<file path="src/logic/cpc_map.svh">
// Register offsets, reset values and layout constants of the counter block
`ifndef CPC_MAP_SVH
`define CPC_MAP_SVH

// ----------------------------------------------------------------------------
// Register offsets (byte addresses)
// ----------------------------------------------------------------------------
`define CPC_OFF_CTRL 8'h00
`define CPC_OFF_INIT 8'h04
`define CPC_OFF_RELOAD 8'h08
`define CPC_OFF_COUNT 8'h0C
`define CPC_OFF_RESULT 8'h10
`define CPC_OFF_STATUS 8'h14

// ----------------------------------------------------------------------------
// Field layout
// ----------------------------------------------------------------------------
`define CPC_CTRL_W 14
`define CPC_ST_ARMED 0
`define CPC_ST_DONE 1
`define CPC_ST_OVERRUN 2

// ----------------------------------------------------------------------------
// Reset values
// ----------------------------------------------------------------------------
`define CPC_CTRL_RST 14'h0000
`define CPC_WORD_RST 32'h0000_0000

`endif

</file>
<file path="src/logic/cpc_pkg.sv">
// Types shared by the counter block
package cpc_pkg;

	typedef enum logic [2:0] {
		CPC_PERIOD,
		CPC_POS_QUAD,
		CPC_POS_TWO,
		CPC_SEP_SINGLE,
		CPC_SEP_IMPL,
		CPC_SEP_SCLK
	} cpc_mode_type;

	typedef enum logic [1:0] {
		CPC_SINGLE_RATE_DECODING,
		CPC_DOUBLE_RATE_DECODING,
		CPC_QUADRUPLE_RATE_DECODING
	} cpc_rate_type;

	typedef enum logic [2:0] {
		CPC_ST_IDLE,
		CPC_ST_WAIT_START,
		CPC_ST_WAIT_GATE,
		CPC_ST_COUNT,
		CPC_ST_HOLD,
		CPC_ST_POS
	} cpc_state_type;

	// Control word, LSB first: arm, mode, rate, pos_buf, pols, samp_gate, zphase
	typedef struct packed {
		logic [1:0] zphase;
		logic samp_gate;
		logic samp_pol;
		logic aux_pol;
		logic gate_pol;
		logic src_pol;
		logic pos_buf;
		cpc_rate_type rate;
		cpc_mode_type mode;
		logic arm;
	} cpc_ctrl_type;

	typedef struct packed {
		logic [7:0] addr;
		logic [31:0] wdata;
		logic wr;
		logic rd;
	} cpc_bus_type;

	typedef struct packed {
		logic gate;
		logic aux;
		logic src;
		logic samp;
		logic enc_a;
		logic enc_b;
		logic enc_z;
	} cpc_pins_type;

endpackage

</file>
<file path="src/logic/cpc_counter.sv">
// Counter input logic: period, encoder position and edge separation
//
// Contract
// - Period between two active window edges, selectable polarity
// - Result is timebase edge count between them
// - No position counting before arm; single/buffered
// - Single rate: up on A rise, down A fall
// - Double rate: count both A edges, direction
// - Quadruple rate: count all A, B edges
// - Index high in chosen phase reloads count
// - Count step first, reload afterwards
// - Reload within one period, then count on
// - Two-pulse: up on A rise, down B
// - Buffered position samples cumulative count, no reset
// - Sample clock may be window input, polarity
// - First start edge begins counting, others ignored
// - Window edge stops, count goes to stream
// - Start and window polarities set independently
// - Single separation holds until result read
// - Implicit mode: next window edge restarts interval
// - Sample-clocked mode stores on sample edge
// - Missing interval between sample edges flags overrun
// - Buffered values stream out to host
//
// The plain strobed port and the placing of the registers were chosen for this implementation.
`timescale 1ns/1ns
`default_nettype none
`include "cpc_map.svh"

module cpc_counter
	import cpc_pkg::*;
(
	// Clock and reset
	input wire logic mclk_i,
	input wire logic nrst_i,
	// Register port
	input wire cpc_bus_type bus_i,
	output logic [31:0] rdata_o,
	// External signals, asynchronous
	input wire cpc_pins_type pins_i,
	// Stream to host memory
	output logic [31:0] strm_data_o,
	output logic strm_valid_o,
	input wire logic strm_ready_i
);

	// ------------------------------------------------------------------------
	// Input synchronisers and edge detection
	// ------------------------------------------------------------------------
	cpc_pins_type sync1_r;
	cpc_pins_type sync2_r;
	cpc_pins_type prev_r;

	always_ff @(posedge mclk_i or negedge nrst_i) begin
		if (!nrst_i) begin
			sync1_r <= '0;
			sync2_r <= '0;
			prev_r <= '0;
		end else begin
			sync1_r <= pins_i;
			sync2_r <= sync1_r;
			prev_r <= sync2_r;
		end
	end

	cpc_ctrl_type ctrl_r;
	cpc_state_type state_r;
	logic [31:0] init_r;
	logic [31:0] reload_r;
	logic [31:0] pos_r;
	logic [31:0] cnt_r;
	logic [31:0] result_r;
	logic [31:0] pend_val_r;
	logic pend_r;
	logic done_r;
	logic overrun_r;

	logic tb_ev;
	logic gate_ev;
	logic aux_ev;
	logic samp_ev;
	logic samp_src;
	logic samp_prev;

	// Polarity bit low selects the rising edge
	assign tb_ev = ctrl_r.src_pol ? (prev_r.src & ~sync2_r.src) : (~prev_r.src & sync2_r.src);
	assign gate_ev = ctrl_r.gate_pol ? (prev_r.gate & ~sync2_r.gate) : (~prev_r.gate & sync2_r.gate);
	assign aux_ev = ctrl_r.aux_pol ? (prev_r.aux & ~sync2_r.aux) : (~prev_r.aux & sync2_r.aux);
	// Sample clock taken from the window input when selected
	assign samp_src = ctrl_r.samp_gate ? sync2_r.gate : sync2_r.samp;
	assign samp_prev = ctrl_r.samp_gate ? prev_r.gate : prev_r.samp;
	assign samp_ev = ctrl_r.samp_pol ? (samp_prev & ~samp_src) : (~samp_prev & samp_src);

	// ------------------------------------------------------------------------
	// Register port decode
	// ------------------------------------------------------------------------
	logic ctrl_wr;
	logic arm_go;
	logic disarm;
	logic res_rd;
	logic ovr_clr;

	assign ctrl_wr = bus_i.wr && (bus_i.addr == `CPC_OFF_CTRL);
	assign arm_go = ctrl_wr && bus_i.wdata[0] && (state_r == CPC_ST_IDLE);
	assign disarm = ctrl_wr && !bus_i.wdata[0];
	assign res_rd = bus_i.rd && (bus_i.addr == `CPC_OFF_RESULT);
	assign ovr_clr = bus_i.wr && (bus_i.addr == `CPC_OFF_STATUS) && bus_i.wdata[`CPC_ST_OVERRUN];

	always_ff @(posedge mclk_i or negedge nrst_i) begin
		if (!nrst_i) begin
			ctrl_r <= cpc_ctrl_type'(`CPC_CTRL_RST);
			init_r <= `CPC_WORD_RST;
			reload_r <= `CPC_WORD_RST;
		end else if (bus_i.wr) begin
			if (bus_i.addr == `CPC_OFF_CTRL)
				ctrl_r <= cpc_ctrl_type'(bus_i.wdata[`CPC_CTRL_W-1:0]);
			if (bus_i.addr == `CPC_OFF_INIT)
				init_r <= bus_i.wdata;
			if (bus_i.addr == `CPC_OFF_RELOAD)
				reload_r <= bus_i.wdata;
		end
	end

	// Read data stands only in the cycle after the strobe
	always_ff @(posedge mclk_i or negedge nrst_i) begin
		if (!nrst_i) begin
			rdata_o <= `CPC_WORD_RST;
		end else if (!bus_i.rd) begin
			rdata_o <= `CPC_WORD_RST;
		end else begin
			case (bus_i.addr)
				`CPC_OFF_CTRL: rdata_o <= {18'h00000, ctrl_r};
				`CPC_OFF_INIT: rdata_o <= init_r;
				`CPC_OFF_RELOAD: rdata_o <= reload_r;
				`CPC_OFF_COUNT: rdata_o <= pos_r;
				`CPC_OFF_RESULT: rdata_o <= result_r;
				`CPC_OFF_STATUS: rdata_o <= {29'h00000000, overrun_r, done_r,
					state_r != CPC_ST_IDLE};
				default: rdata_o <= `CPC_WORD_RST;
			endcase
		end
	end

	// ------------------------------------------------------------------------
	// Encoder decoding
	// ------------------------------------------------------------------------
	logic a_r;
	logic a_f;
	logic b_r;
	logic b_f;
	logic step_up;
	logic step_dn;
	logic z_hit;

	assign a_r = sync2_r.enc_a & ~prev_r.enc_a;
	assign a_f = ~sync2_r.enc_a & prev_r.enc_a;
	assign b_r = sync2_r.enc_b & ~prev_r.enc_b;
	assign b_f = ~sync2_r.enc_b & prev_r.enc_b;
	// Index phase code is {A, B}
	assign z_hit = sync2_r.enc_z && ({sync2_r.enc_a, sync2_r.enc_b} == ctrl_r.zphase);

	always_comb begin
		step_up = 1'b0;
		step_dn = 1'b0;
		if (ctrl_r.mode == CPC_POS_TWO) begin
			step_up = a_r;
			step_dn = b_r;
		end else begin
			case (ctrl_r.rate)
				CPC_SINGLE_RATE_DECODING: begin
					step_up = a_r & ~sync2_r.enc_b;
					step_dn = a_f & ~sync2_r.enc_b;
				end
				CPC_DOUBLE_RATE_DECODING: begin
					step_up = (a_r & ~sync2_r.enc_b) | (a_f & sync2_r.enc_b);
					step_dn = (a_r & sync2_r.enc_b) | (a_f & ~sync2_r.enc_b);
				end
				CPC_QUADRUPLE_RATE_DECODING: begin
					step_up = (a_r & ~sync2_r.enc_b) | (a_f & sync2_r.enc_b)
						| (b_r & sync2_r.enc_a) | (b_f & ~sync2_r.enc_a);
					step_dn = (a_r & sync2_r.enc_b) | (a_f & ~sync2_r.enc_b)
						| (b_r & ~sync2_r.enc_a) | (b_f & sync2_r.enc_a);
				end
				default: begin
					step_up = 1'b0;
					step_dn = 1'b0;
				end
			endcase
		end
	end

	// Reload waits for a cycle without a step, so a step entering the phase lands first
	always_ff @(posedge mclk_i or negedge nrst_i) begin
		if (!nrst_i) begin
			pos_r <= `CPC_WORD_RST;
		end else if (arm_go) begin
			pos_r <= init_r;
		end else if (state_r == CPC_ST_POS) begin
			if (step_up != step_dn)
				pos_r <= step_up ? pos_r + 32'h0000_0001 : pos_r - 32'h0000_0001;
			else if (z_hit && ctrl_r.mode == CPC_POS_QUAD)
				pos_r <= reload_r;
		end
	end

	// ------------------------------------------------------------------------
	// Measurement sequencer
	// ------------------------------------------------------------------------
	logic sclk_mode;
	assign sclk_mode = ctrl_r.mode == CPC_SEP_SCLK;

	always_ff @(posedge mclk_i or negedge nrst_i) begin
		if (!nrst_i) begin
			state_r <= CPC_ST_IDLE;
			cnt_r <= `CPC_WORD_RST;
			result_r <= `CPC_WORD_RST;
			done_r <= 1'b0;
		end else if (disarm) begin
			state_r <= CPC_ST_IDLE;
		end else begin
			case (state_r)
				CPC_ST_IDLE: begin
					if (arm_go) begin
						done_r <= 1'b0;
						cnt_r <= `CPC_WORD_RST;
						case (cpc_mode_type'(bus_i.wdata[3:1]))
							CPC_PERIOD: state_r <= CPC_ST_WAIT_GATE;
							CPC_POS_QUAD, CPC_POS_TWO: state_r <= CPC_ST_POS;
							default: state_r <= CPC_ST_WAIT_START;
						endcase
					end
				end
				CPC_ST_WAIT_START: begin
					if (aux_ev) begin
						state_r <= CPC_ST_COUNT;
						cnt_r <= `CPC_WORD_RST;
					end
				end
				CPC_ST_WAIT_GATE: begin
					if (gate_ev) begin
						state_r <= CPC_ST_COUNT;
						cnt_r <= `CPC_WORD_RST;
					end
				end
				CPC_ST_COUNT: begin
					if (gate_ev) begin
						result_r <= cnt_r;
						done_r <= 1'b1;
						if (ctrl_r.mode == CPC_SEP_IMPL || sclk_mode)
							state_r <= CPC_ST_WAIT_GATE;
						else
							state_r <= CPC_ST_HOLD;
					end else if (tb_ev) begin
						cnt_r <= cnt_r + 32'h0000_0001;
					end
				end
				CPC_ST_HOLD: begin
					if (res_rd)
						state_r <= CPC_ST_IDLE;
				end
				CPC_ST_POS: state_r <= CPC_ST_POS;
				default: state_r <= CPC_ST_IDLE;
			endcase
		end
	end

	// ------------------------------------------------------------------------
	// Sample-clocked hand-off and stream output
	// ------------------------------------------------------------------------
	logic fin;
	logic push;
	logic [31:0] push_data;
	logic miss;

	assign fin = (state_r == CPC_ST_COUNT) && gate_ev && !disarm;

	always_comb begin
		push = 1'b0;
		push_data = cnt_r;
		miss = 1'b0;
		if (state_r == CPC_ST_POS && ctrl_r.pos_buf && samp_ev) begin
			push = 1'b1;
			push_data = pos_r;
		end else if (sclk_mode && state_r != CPC_ST_IDLE && samp_ev) begin
			push = fin || pend_r;
			push_data = fin ? cnt_r : pend_val_r;
			miss = !(fin || pend_r);
		end else if (fin && !sclk_mode) begin
			push = 1'b1;
		end
	end

	always_ff @(posedge mclk_i or negedge nrst_i) begin
		if (!nrst_i) begin
			pend_r <= 1'b0;
			pend_val_r <= `CPC_WORD_RST;
		end else if (arm_go) begin
			pend_r <= 1'b0;
		end else if (sclk_mode && samp_ev) begin
			pend_r <= 1'b0;
		end else if (fin) begin
			pend_r <= 1'b1;
			pend_val_r <= cnt_r;
		end
	end

	always_ff @(posedge mclk_i or negedge nrst_i) begin
		if (!nrst_i) begin
			strm_valid_o <= 1'b0;
			strm_data_o <= `CPC_WORD_RST;
		end else if (push && (!strm_valid_o || strm_ready_i)) begin
			strm_valid_o <= 1'b1;
			strm_data_o <= push_data;
		end else if (strm_ready_i) begin
			strm_valid_o <= 1'b0;
		end
	end

	// Set wins over the software clear
	always_ff @(posedge mclk_i or negedge nrst_i) begin
		if (!nrst_i)
			overrun_r <= 1'b0;
		else if (miss || (push && strm_valid_o && !strm_ready_i))
			overrun_r <= 1'b1;
		else if (arm_go || ovr_clr)
			overrun_r <= 1'b0;
	end
endmodule // cpc_counter
`default_nettype wire

</file>
<file path="config.mk">
export PLATFORM = sky130hd
export DESIGN_NAME = cpc_counter
export DESIGN_NICKNAME = d
export VERILOG_FILES = /design/src/logic/cpc_pkg.sv /design/src/logic/cpc_counter.sv
export VERILOG_INCLUDE_DIRS = /design/src /design/src/logic
export SDC_FILE = /design/constraint.sdc
export NUM_CORES = 1
export LEC_CHECK = 0
export ABC_AREA = 1
export BUFFER_PORTS_ARGS = -buffer_cell sky130_fd_sc_hd__buf_2
export CORE_MARGIN = 2
export CORE_UTILIZATION = 51
export CTS_CLUSTER_DIAMETER = 200
export CTS_CLUSTER_SIZE = 28
export DETAILED_ROUTE_END_ITERATION = 6
export GPL_ROUTABILITY_DRIVEN = 0
export PLACE_DENSITY = 0.69
export RECOVER_POWER = 100
export REMOVE_ABC_BUFFERS = 1
export SETUP_SLACK_MARGIN = 0.02
export SYNTH_ARGS = -nofsm -noshare
export SYNTH_HDL_FRONTEND = slang
export SYNTH_SLANG_ARGS = --single-unit
</file>
<file path="constraint.sdc">
create_clock -name mclk_i -period 4.95 [get_ports mclk_i]
set_clock_uncertainty 0.1 [all_clocks]
set_input_delay 0.2475 -clock mclk_i [delete_from_list [all_inputs] [get_ports mclk_i]]
set_output_delay 0.2475 -clock mclk_i [all_outputs]
set_load 0.1 [all_outputs]
</file>
# Yosys cells after proc, flatten, opt, wreduce, memory -nomap -nowiden
# Index checks and enable logic that the tools add are counted.
# Widths: inputs -> output; s select.
# classes
addsub	3
eq_ne	31
n_mux	50
n_bitwise	41
reduce_logical	53
# op_table
cell	count
$mux 32	14
$pmux 32 s6	1
$pmux 32 s4	1
$add 32x1->32 const B	2
$sub 32x1->32 const B	1
$mux 1	22
$mux 3	7
$and 1x1->1	20
$logic_and 1x1->1	20
$pmux 3 s6	1
$eq 8x4->1 const B	2
$eq 8x5->1 const B	2
$ne 3x3->1 const B	5
$not 1->1	15
$eq 3x2->1 const B	4
$eq 3x3->1 const B	4
$ne 2x2->1 const B	6
$reduce_and 2->1	5
$eq 3x1->1 const B	3
$reduce_bool 3->1	3
$eq 8x3->1 const B	1
$logic_not 8->1	1
$reduce_bool 2->1	4
$reduce_and 7->1	1
other kinds (17)	33
# word_totals
regBits	297
output_inout_bits	65

# Logic depth before layout (Yosys ltp)
# Gate-level depths: netlist (run 1).
# logic_depth
ltp_word	13
depth_mapped	25
mapped_depth_nobuf	23

# Worst setup path after synthesis (run 1)
# OpenSTA, ideal clock, no wires.
# synth_path
path_kind	reg2reg
start	register sync2_r[1] in the netlist's numbering
end	register pos_r[16]
setup_ns	0.116
t_arrival_ns	2.434
required_time_ns	4.734
path_slack_ns	2.300
path_stages_with_launch	26
period_less_slack_ns	2.650
cell_sequence	dfrtp_1 -> buf_2 -> inv_2 -> nand2_1 -> nand2_1 -> nand3_1 -> nand2_2 -> nand2_8 -> nand2_8 -> buf_12 -> nand2_1 -> nand2_1 -> inv_2 -> ha_1 -> inv_1 -> nand2_1 -> a21oi_1 -> inv_1 -> nand2_1 -> nand2_2 -> nand2_1 -> nand2_1 -> nand2_1 -> nand3_1 -> nand2_1 -> nand2_1
# synth_via
elab_chain_len	11
# synth_lines
item	line_no	rtl
from (decl)	cpc_counter.sv:51	cpc_pins_type sync2_r;
from (signal assigned)	cpc_counter.sv:61	sync2_r <= sync1_r;
$not 1->1	-	
$and 1x1->1, on equally long branches	-	
$or 1x1->1, on equally long branches	-	
$or 1x1->1, on equally long branches (2 in a row)	cpc_counter.sv:180, cpc_counter.sv:182	
$pmux 1 s3	cpc_counter.sv:169	case (ctrl_r.rate)
$mux 1	cpc_counter.sv:165	if (ctrl_r.mode == CPC_POS_TWO) begin
$mux 32 or $ne 1x1->1 (tied branches)	cpc_counter.sv:200, cpc_counter.sv:199	
$mux 32	cpc_counter.sv:199	if (step_up != step_dn)
$mux 32	cpc_counter.sv:198	end else if (state_r == CPC_ST_POS) begin
$mux 32	cpc_counter.sv:196	end else if (arm_go) begin
to (signal assigned)	cpc_counter.sv:197	pos_r <= init_r;
to (signal assigned)	cpc_counter.sv:200	pos_r <= step_up ? pos_r + 32'h0000_0001 : pos_r - 32'h0000_0001;
to (signal assigned)	cpc_counter.sv:202	pos_r <= reload_r;
to (decl)	cpc_counter.sv:70	logic [31:0] pos_r;
# Several ways; a longest one is shown, not always the timed one. The select of a mux whose other input is x is not followed.
# A chain may end at the register's enable or synchronous reset.

# Worst setup path in the final report (run 1)
# layout_path
start	input bus_i[39] in the netlist's numbering
end	register reload_r[23]
# layout_via
elab_chain_len	2
# layout_lines
item	line_no	rtl
from (decl)	cpc_counter.sv:37	input wire cpc_bus_type bus_i,
$eq 8x4->1	-	
$reduce_and 2->1 (no source line)	-	
to (signal assigned)	cpc_counter.sv:113	reload_r <= `CPC_WORD_RST;
to (signal assigned)	cpc_counter.sv:120	reload_r <= bus_i.wdata;
to (decl)	cpc_counter.sv:69	logic [31:0] reload_r;
# Every way passes these cells.

==> flow_summary.ini, run 1 <==
[status]
run_status = finished with violations
violations = capacitance limit, slew limit

[pwr]
vdd_drop_max_v = 0.000342
power_density_nw_per_um2 = 426
cellLeakagePower_nw = 7.98

[floorplanning]
core_area_um2 = 31600
die_area_um2 = 33600
die_height_um = 183
initial_core_util_pct = 51.9
io_pins = 117
die_w_um = 183
rows = 65

[timing]
rsz0062_at_grt = no
drv_slew = 217
setup_viol = 0
slew_headroom_pct = -110
fmax_mhz = 242
whs_ps = 38.6
min_period_ps = 4140
worstMarginPinSlew_ps = 3150
fin_crit_sh_pct = 83.6
hold_viol = 0
fin_tns_setup_ps = 0

[finish]
diodes = 0
final_util_pct = 56.4
area_growth_pct = 8.59
register_area_um2 = 7430
multi_input_area_um2 = 7440
final_cell_count_no_fill = 2670
n_fill_cell = 3102
layout-drive-gt1-share_pct = 5.95
nNetsFinal = 2322
stdcell_area_um2 = 17800

[routing]
avgViaCountPerCell = 5.73
ant_nets = 0
post_drt_wl_per_cell_um = 18.5
vias = 15300
firstDrtPassIters = 6
drt-initial-drc-count = 1476
finalWirelength_um = 49400
drc_errors = 0

[grt]
grt_max_degree = 125
track_usage_pct = 29.6
grt_pass1_wl_um = 78400
antenna_found_initial = 0
grt_pass1_vias = 14400
grt-ovfl-total = 0

[logic_synthesis]
synth_compound_area_share_pct = 16.2
synth_adder_area_share_pct = 0.153
synth.area.top_cells = dfrtp_1 45%, nand2_1 16%, o21ai_0 7.1%, inv_1 5.5%, nor2_1 3.6%
syn_inst = 2191
synth_top_area_cell = dfrtp_1
synth_top_area_share_pct = 45.4
yosysSeqAreaShare_pct = 45.4
ys.warnings.count = 0
netlist_area_um2 = 16400
muxShareOfSynthArea_pct = 0
synth.avg_cell_area_um2 = 7.48
synth-simple-area-share_pct = 26.7
ys_ff_latch = 297
synthDistinctLibCells = 52
synth_top_family_by_area = simple AND/OR/NAND/NOR gates
synth_xor_area_share_pct = 2.52

[clocking]
clk-insertion-delay-late_ps = 530
cts_buffers = 14
clkTransAtPathRegs_ps = 110
root_buffer = clkbuf_16
cts_resized = 0
cts_tree = done
ctsLongestPathBuffers = 3
clock_sinks = 297
cts.htree.levels = 1

[critical_path]
rrSetupSlack_ps = 890
reg2reg_depth = 12
startpoint = bus_i[39]
r2r-end = strm_data_o[13]
r2r-start = state_r[1]
worstPathRequired_ps = 5240
path_class = in2reg
crit_path_end_kind = register
critical_path_arrival_ps = 4430
endpoint = reload_r[23]
cp-start-kind = input port
path_max_fanout = 64

[placed_design]
place_inst = 2613
placed_area_um2 = 17200
io_buffers = 116
dpl.hpwl_um = 34900

[flow_run]
max_cap_violations = 3

[worst_hold_path]
hold_path_class = in2reg
min_from = bus_i[1]
[cell type report]
type / instances / area share [%]
inverters: 260 / 5.49
repair buffers: 176 / 5.92
multi-input cells: 1519 / 41.8
clock buffers: 14 / 1.97
clock inverters: 2 / 0.183
well taps: 402 / 2.83
flip-flops and latches: 297 / 41.8
[cell usage in the layout (no fill, tap or decap), types with 12 or more instances in the layout]
master         Yosys  final
a41oi_1           18     18
nor2_1           158    158
o41ai_1           27     27
nor3_1            27     29
nand2_1          677    681
nand4_1           19     19
o211ai_1          26     26
dlygate4sd3_1      0     41
o21ai_0          232    233
inv_1            242    243
xor2_1            24     24
clkbuf_1          80     67
nor2_2            13     13
buf_4              5     14
nand3_1           88     88
clkbuf_16          0     14
dfrtp_1          297    297
nor4_1            13     14
a31oi_1           26     26
a21oi_1           42     42
o22ai_1           12     12
buf_2             16     50
o31ai_1           32     32
inv_2             14     12
[critical path: stages]
cell	delay, ps
buf_2	100
nor3_1	520
nand2_1	320
nor4_1	270
clkbuf_1	1290
nand2_2	1170
o21ai_0	470
[how the worst min path moves through the flow]
stage / to / slack, ps / depth (start not counted)
finish: overrun_r / 40 / 4
global route: rdata_o[8] / 40 / 3
CTS: overrun_r / 30 / 4
detailed placement: sync2_r[1] / 240 / 0
global placement: sync2_r[5] / 230 / 0
floorplan: cnt_r[0] / -150 / 0
[state kept, by name, summed over array words and instances (netlist names)]
register and flops:
sync2_r 7, cnt_r 32, init_r 32, done_r 1, pos_r 32, overrun_r 1, rdata_o 32, result_r 32
reload_r 32, ctrl_r 14, pend_r 1, prev_r 6, state_r 3, strm_data_o 32, strm_valid_o 1, pend_val_r 32
sync1_r 7
[where the power goes]
group	internal (mW)	switching, mW
Sequential	2.85	0.618
Clock	0.528	0.800
Combinational	0.724	2.06
Total	4.10	3.48
[cell usage after synthesis, drive strengths merged]
library cell,n
dfrtp,297
inv,256
o41ai,27
nand4,19
o2111ai,1
o311ai,2
o211ai,26
nor3b,5
nand3b,7
a211oi,2
nor3,32
and3,1
o22ai,12
a21oi,42
xnor2,7
nand2,688
o221ai,2
a221oi,9
clkinv,4
a31oi,26
nor2,176
and2,4
clkbuf,81
xor2,32
o31ai,32
a41oi,18
nand3,88
ha,2
buf,34
a21boi,1
a21o,1
nor4,15
o21bai,2
o21ai,240
[stage by stage]
step                setup slack (ps)  total power, mW
finish                           810             7.58
global route                     542             8.03
floorplan                       1160             5.38
global placement                1050             6.19
detailed placement               885             6.24
CTS                             1400             7.59
[cell families after synthesis]
kind of cell             count (synthesis)
AO/OA/AOI/OAI                          443
flip-flops                             297
buffers and inverters                  375
AND/OR/NAND/NOR                       1035
XOR/XNOR                                39
adder cells (fa/ha/maj)                  2
[what timing repair did]
action	in CTS	in global routing
setup buffers	0	0
hold endpoints to repair	208	0
hold buffers	41	0
[per-layer routing]
| metal | vias to the layer above | GRT usage, % | wire [um] |
|---|---|---|---|
| li1 | 7277 | - | - |
| met3 | 106 | 3.93 | 3910 |
| met5 | - | 0 | 0 |
| met4 | 0 | 9.86 | 1690 |
| met2 | 679 | 46.8 | 22300 |
| met1 | 7240 | 42.5 | 21500 |
No activity file was read; power rests on OpenSTA's default activity.
==> run 2: changes to the inputs <==
PLACE_DENSITY = 0.72   (was 0.69)
clock period = 3.36 ns   (was 4.95 ns; I/O delays follow)
==> flow_summary.ini, run 2 (synthesis gave the netlist of run 1 again) <==
[status]
run_status = finished with violations
violations = capacitance limit, slew limit

[flow_run]
max_cap_violations = 4

[clocking]
clkTransAtPathRegs_ps = 120
ctsLongestPathBuffers = 3
clk-insertion-delay-late_ps = 520
root_buffer = clkbuf_16
cts.htree.levels = 1
cts_tree = done
clock_sinks = 297
cts_setup_buffers = 0
cts_buffers = 14

[routing]
ant_nets = 0
vias = 15400
drc_errors = 0
routed.top_layer = met4
avgViaCountPerCell = 5.74
wl_met2_um = 22800
wl_met1_um = 21400
finalWirelength_um = 49900
drt-initial-drc-count = 1608
post_drt_wl_per_cell_um = 18.6
wl_met3_um = 3910
firstDrtPassIters = 6

[finish]
layout-drive-gt1-share_pct = 6.37
area_growth_pct = 9.50
stdcell_area_um2 = 17900
nNetsFinal = 2331
final_cell_mix = 680 x nand2_1, 296 x dfrtp_1, 244 x inv_1
n_fill_cell = 3030
final_common_cell = nand2_1
diodes = 0

[critical_path]
worstPathRequired_ps = 3690
r2r-start = state_r[2]
path_delay_family = simple AND/OR/NAND/NOR gates
path_max_fanout = 32
crit_path_end_kind = register
reg2reg_depth = 12
rrSetupSlack_ps = 300
critical_path_arrival_ps = 3390
cp-start-kind = register
crit_chain = nor3_1, inv_1, nor2_4, nand2_4, inv_1, nor2_1, nor2_1, nor3_4, nor2_4, buf_4, nor2_1, a31oi_1
cpPeakStageDelay_ps = 470
r2r-end = strm_data_o[10]
cp_common_cell = nor2_1
path_buf_inv = 3
crit_path_top_delay_cell = dfrtp_1
path_class = reg2reg
path_depth = 12

[placed_design]
dpl.hpwl_um = 35200
io_buffers = 116
placed_area_um2 = 17300

[worst_hold_path]
hold_path_depth = 6
min_from = bus_i[38]
min_to = overrun_r
hold_path_class = in2reg

[timing]
worstMarginPinSlew_ps = 2240
hold_viol = 0
min_period_ps = 3060
whs_ps = 153
fin_crit_sh_pct = 91.2
drv_slew = 242
rsz0062_at_grt = yes
fin_tns_setup_ps = 0
fmax_mhz = 326
setup_viol = 0
slew_headroom_pct = -49.5

[pwr]
power_density_nw_per_um2 = 620
vdd_drop_max_v = 0.000550
cellLeakagePower_nw = 8.06

[floorplanning]
die_w_um = 183
rows = 65
initial_core_util_pct = 51.9
die_height_um = 183
die_area_um2 = 33600
io_pins = 117
core_area_um2 = 31600

[grt]
antenna_found_initial = 0
grt-ovfl-total = 0
grt_pass1_vias = 14500
grt_pass1_wl_um = 79300
grt_max_degree = 82
track_usage_pct = 30.0
[run 2: cell count changes in the layout (fill, tap and decap cells not counted), moves of 2 or more]
cell,before,now
buf_12,1,5
buf_4,14,16
clkinv_1,5,3
dlygate4sd3_1,41,43
nand2_4,0,2
nor2_1,158,160
nor2_2,13,11
[run 2: how the worst max path moves through the flow]
stage,startpoint,end,slack [ps]
floorplan,ctrl_r[11],strm_data_o[11],-430
global placement,ctrl_r[3],pos_r[16],510
detailed placement,ctrl_r[2],pos_r[16],390
CTS,ctrl_r[2],pos_r[16],370
global route,ctrl_r[2],pos_r[16],9
finish,state_r[2],strm_data_o[10],300
[run 2: per-layer routing]
| layer | vias to the layer above | track usage [%] |
|---|---|---|
| met1 | 7312 | 42.7 |
| li1 | 7302 | - |
| met5 | - | 0 |
| met2 | 662 | 48.0 |
| met4 | 0 | 10.4 |
| met3 | 114 | 3.12 |
[run 2: layout make-up]
cell class / count / area (um2) / area share [%]
Tap cell: 402 / 503 / 2.80
Clock buffer: 15 / 375 / 2.09
Sequential cell: 297 / 7430 / 41.4
Clock inverter: 1 / 16.3 / 0.0907
Inverter: 260 / 980 / 5.46
Multi-Input combinational cell: 1519 / 7450 / 41.5
Timing Repair Buffer: 185 / 1180 / 6.56
[run 2: through the flow]
stage               utilization [%]  setup WS, ps  cells  total power [mW]
floorplan                         -          -435   2076              7.93
CTS                            57.3           370   2679              11.2
detailed placement             54.7           394   2620              9.16
finish                         56.8           296   2679              11.1
global route                   56.8          8.68   2679              11.8
global placement               54.7           515   2620              9.05
[run 2: what timing repair did]
item | 4_1_cts | 5_1_grt
hold buffers | 43 | 0
endpoints found under the hold margin | 168 | 0
setup endpoints to repair | 0 | 2
resized for setup | 0 | 2
[run 2: power breakdown]
group / total (mW) / internal, mW / switching, mW
registers: 5.05 / 4.20 / 0.847
clock network: 1.97 / 0.817 / 1.15
logic: 4.11 / 1.08 / 3.03
total: 11.1 / 6.10 / 5.03
[run 2: worst min-delay path: stages]
cell and delay (ps):
buf_2 110, nand3_1 110, inv_1 70, nand3_1 70, nand3_1 80, o311ai_0 110
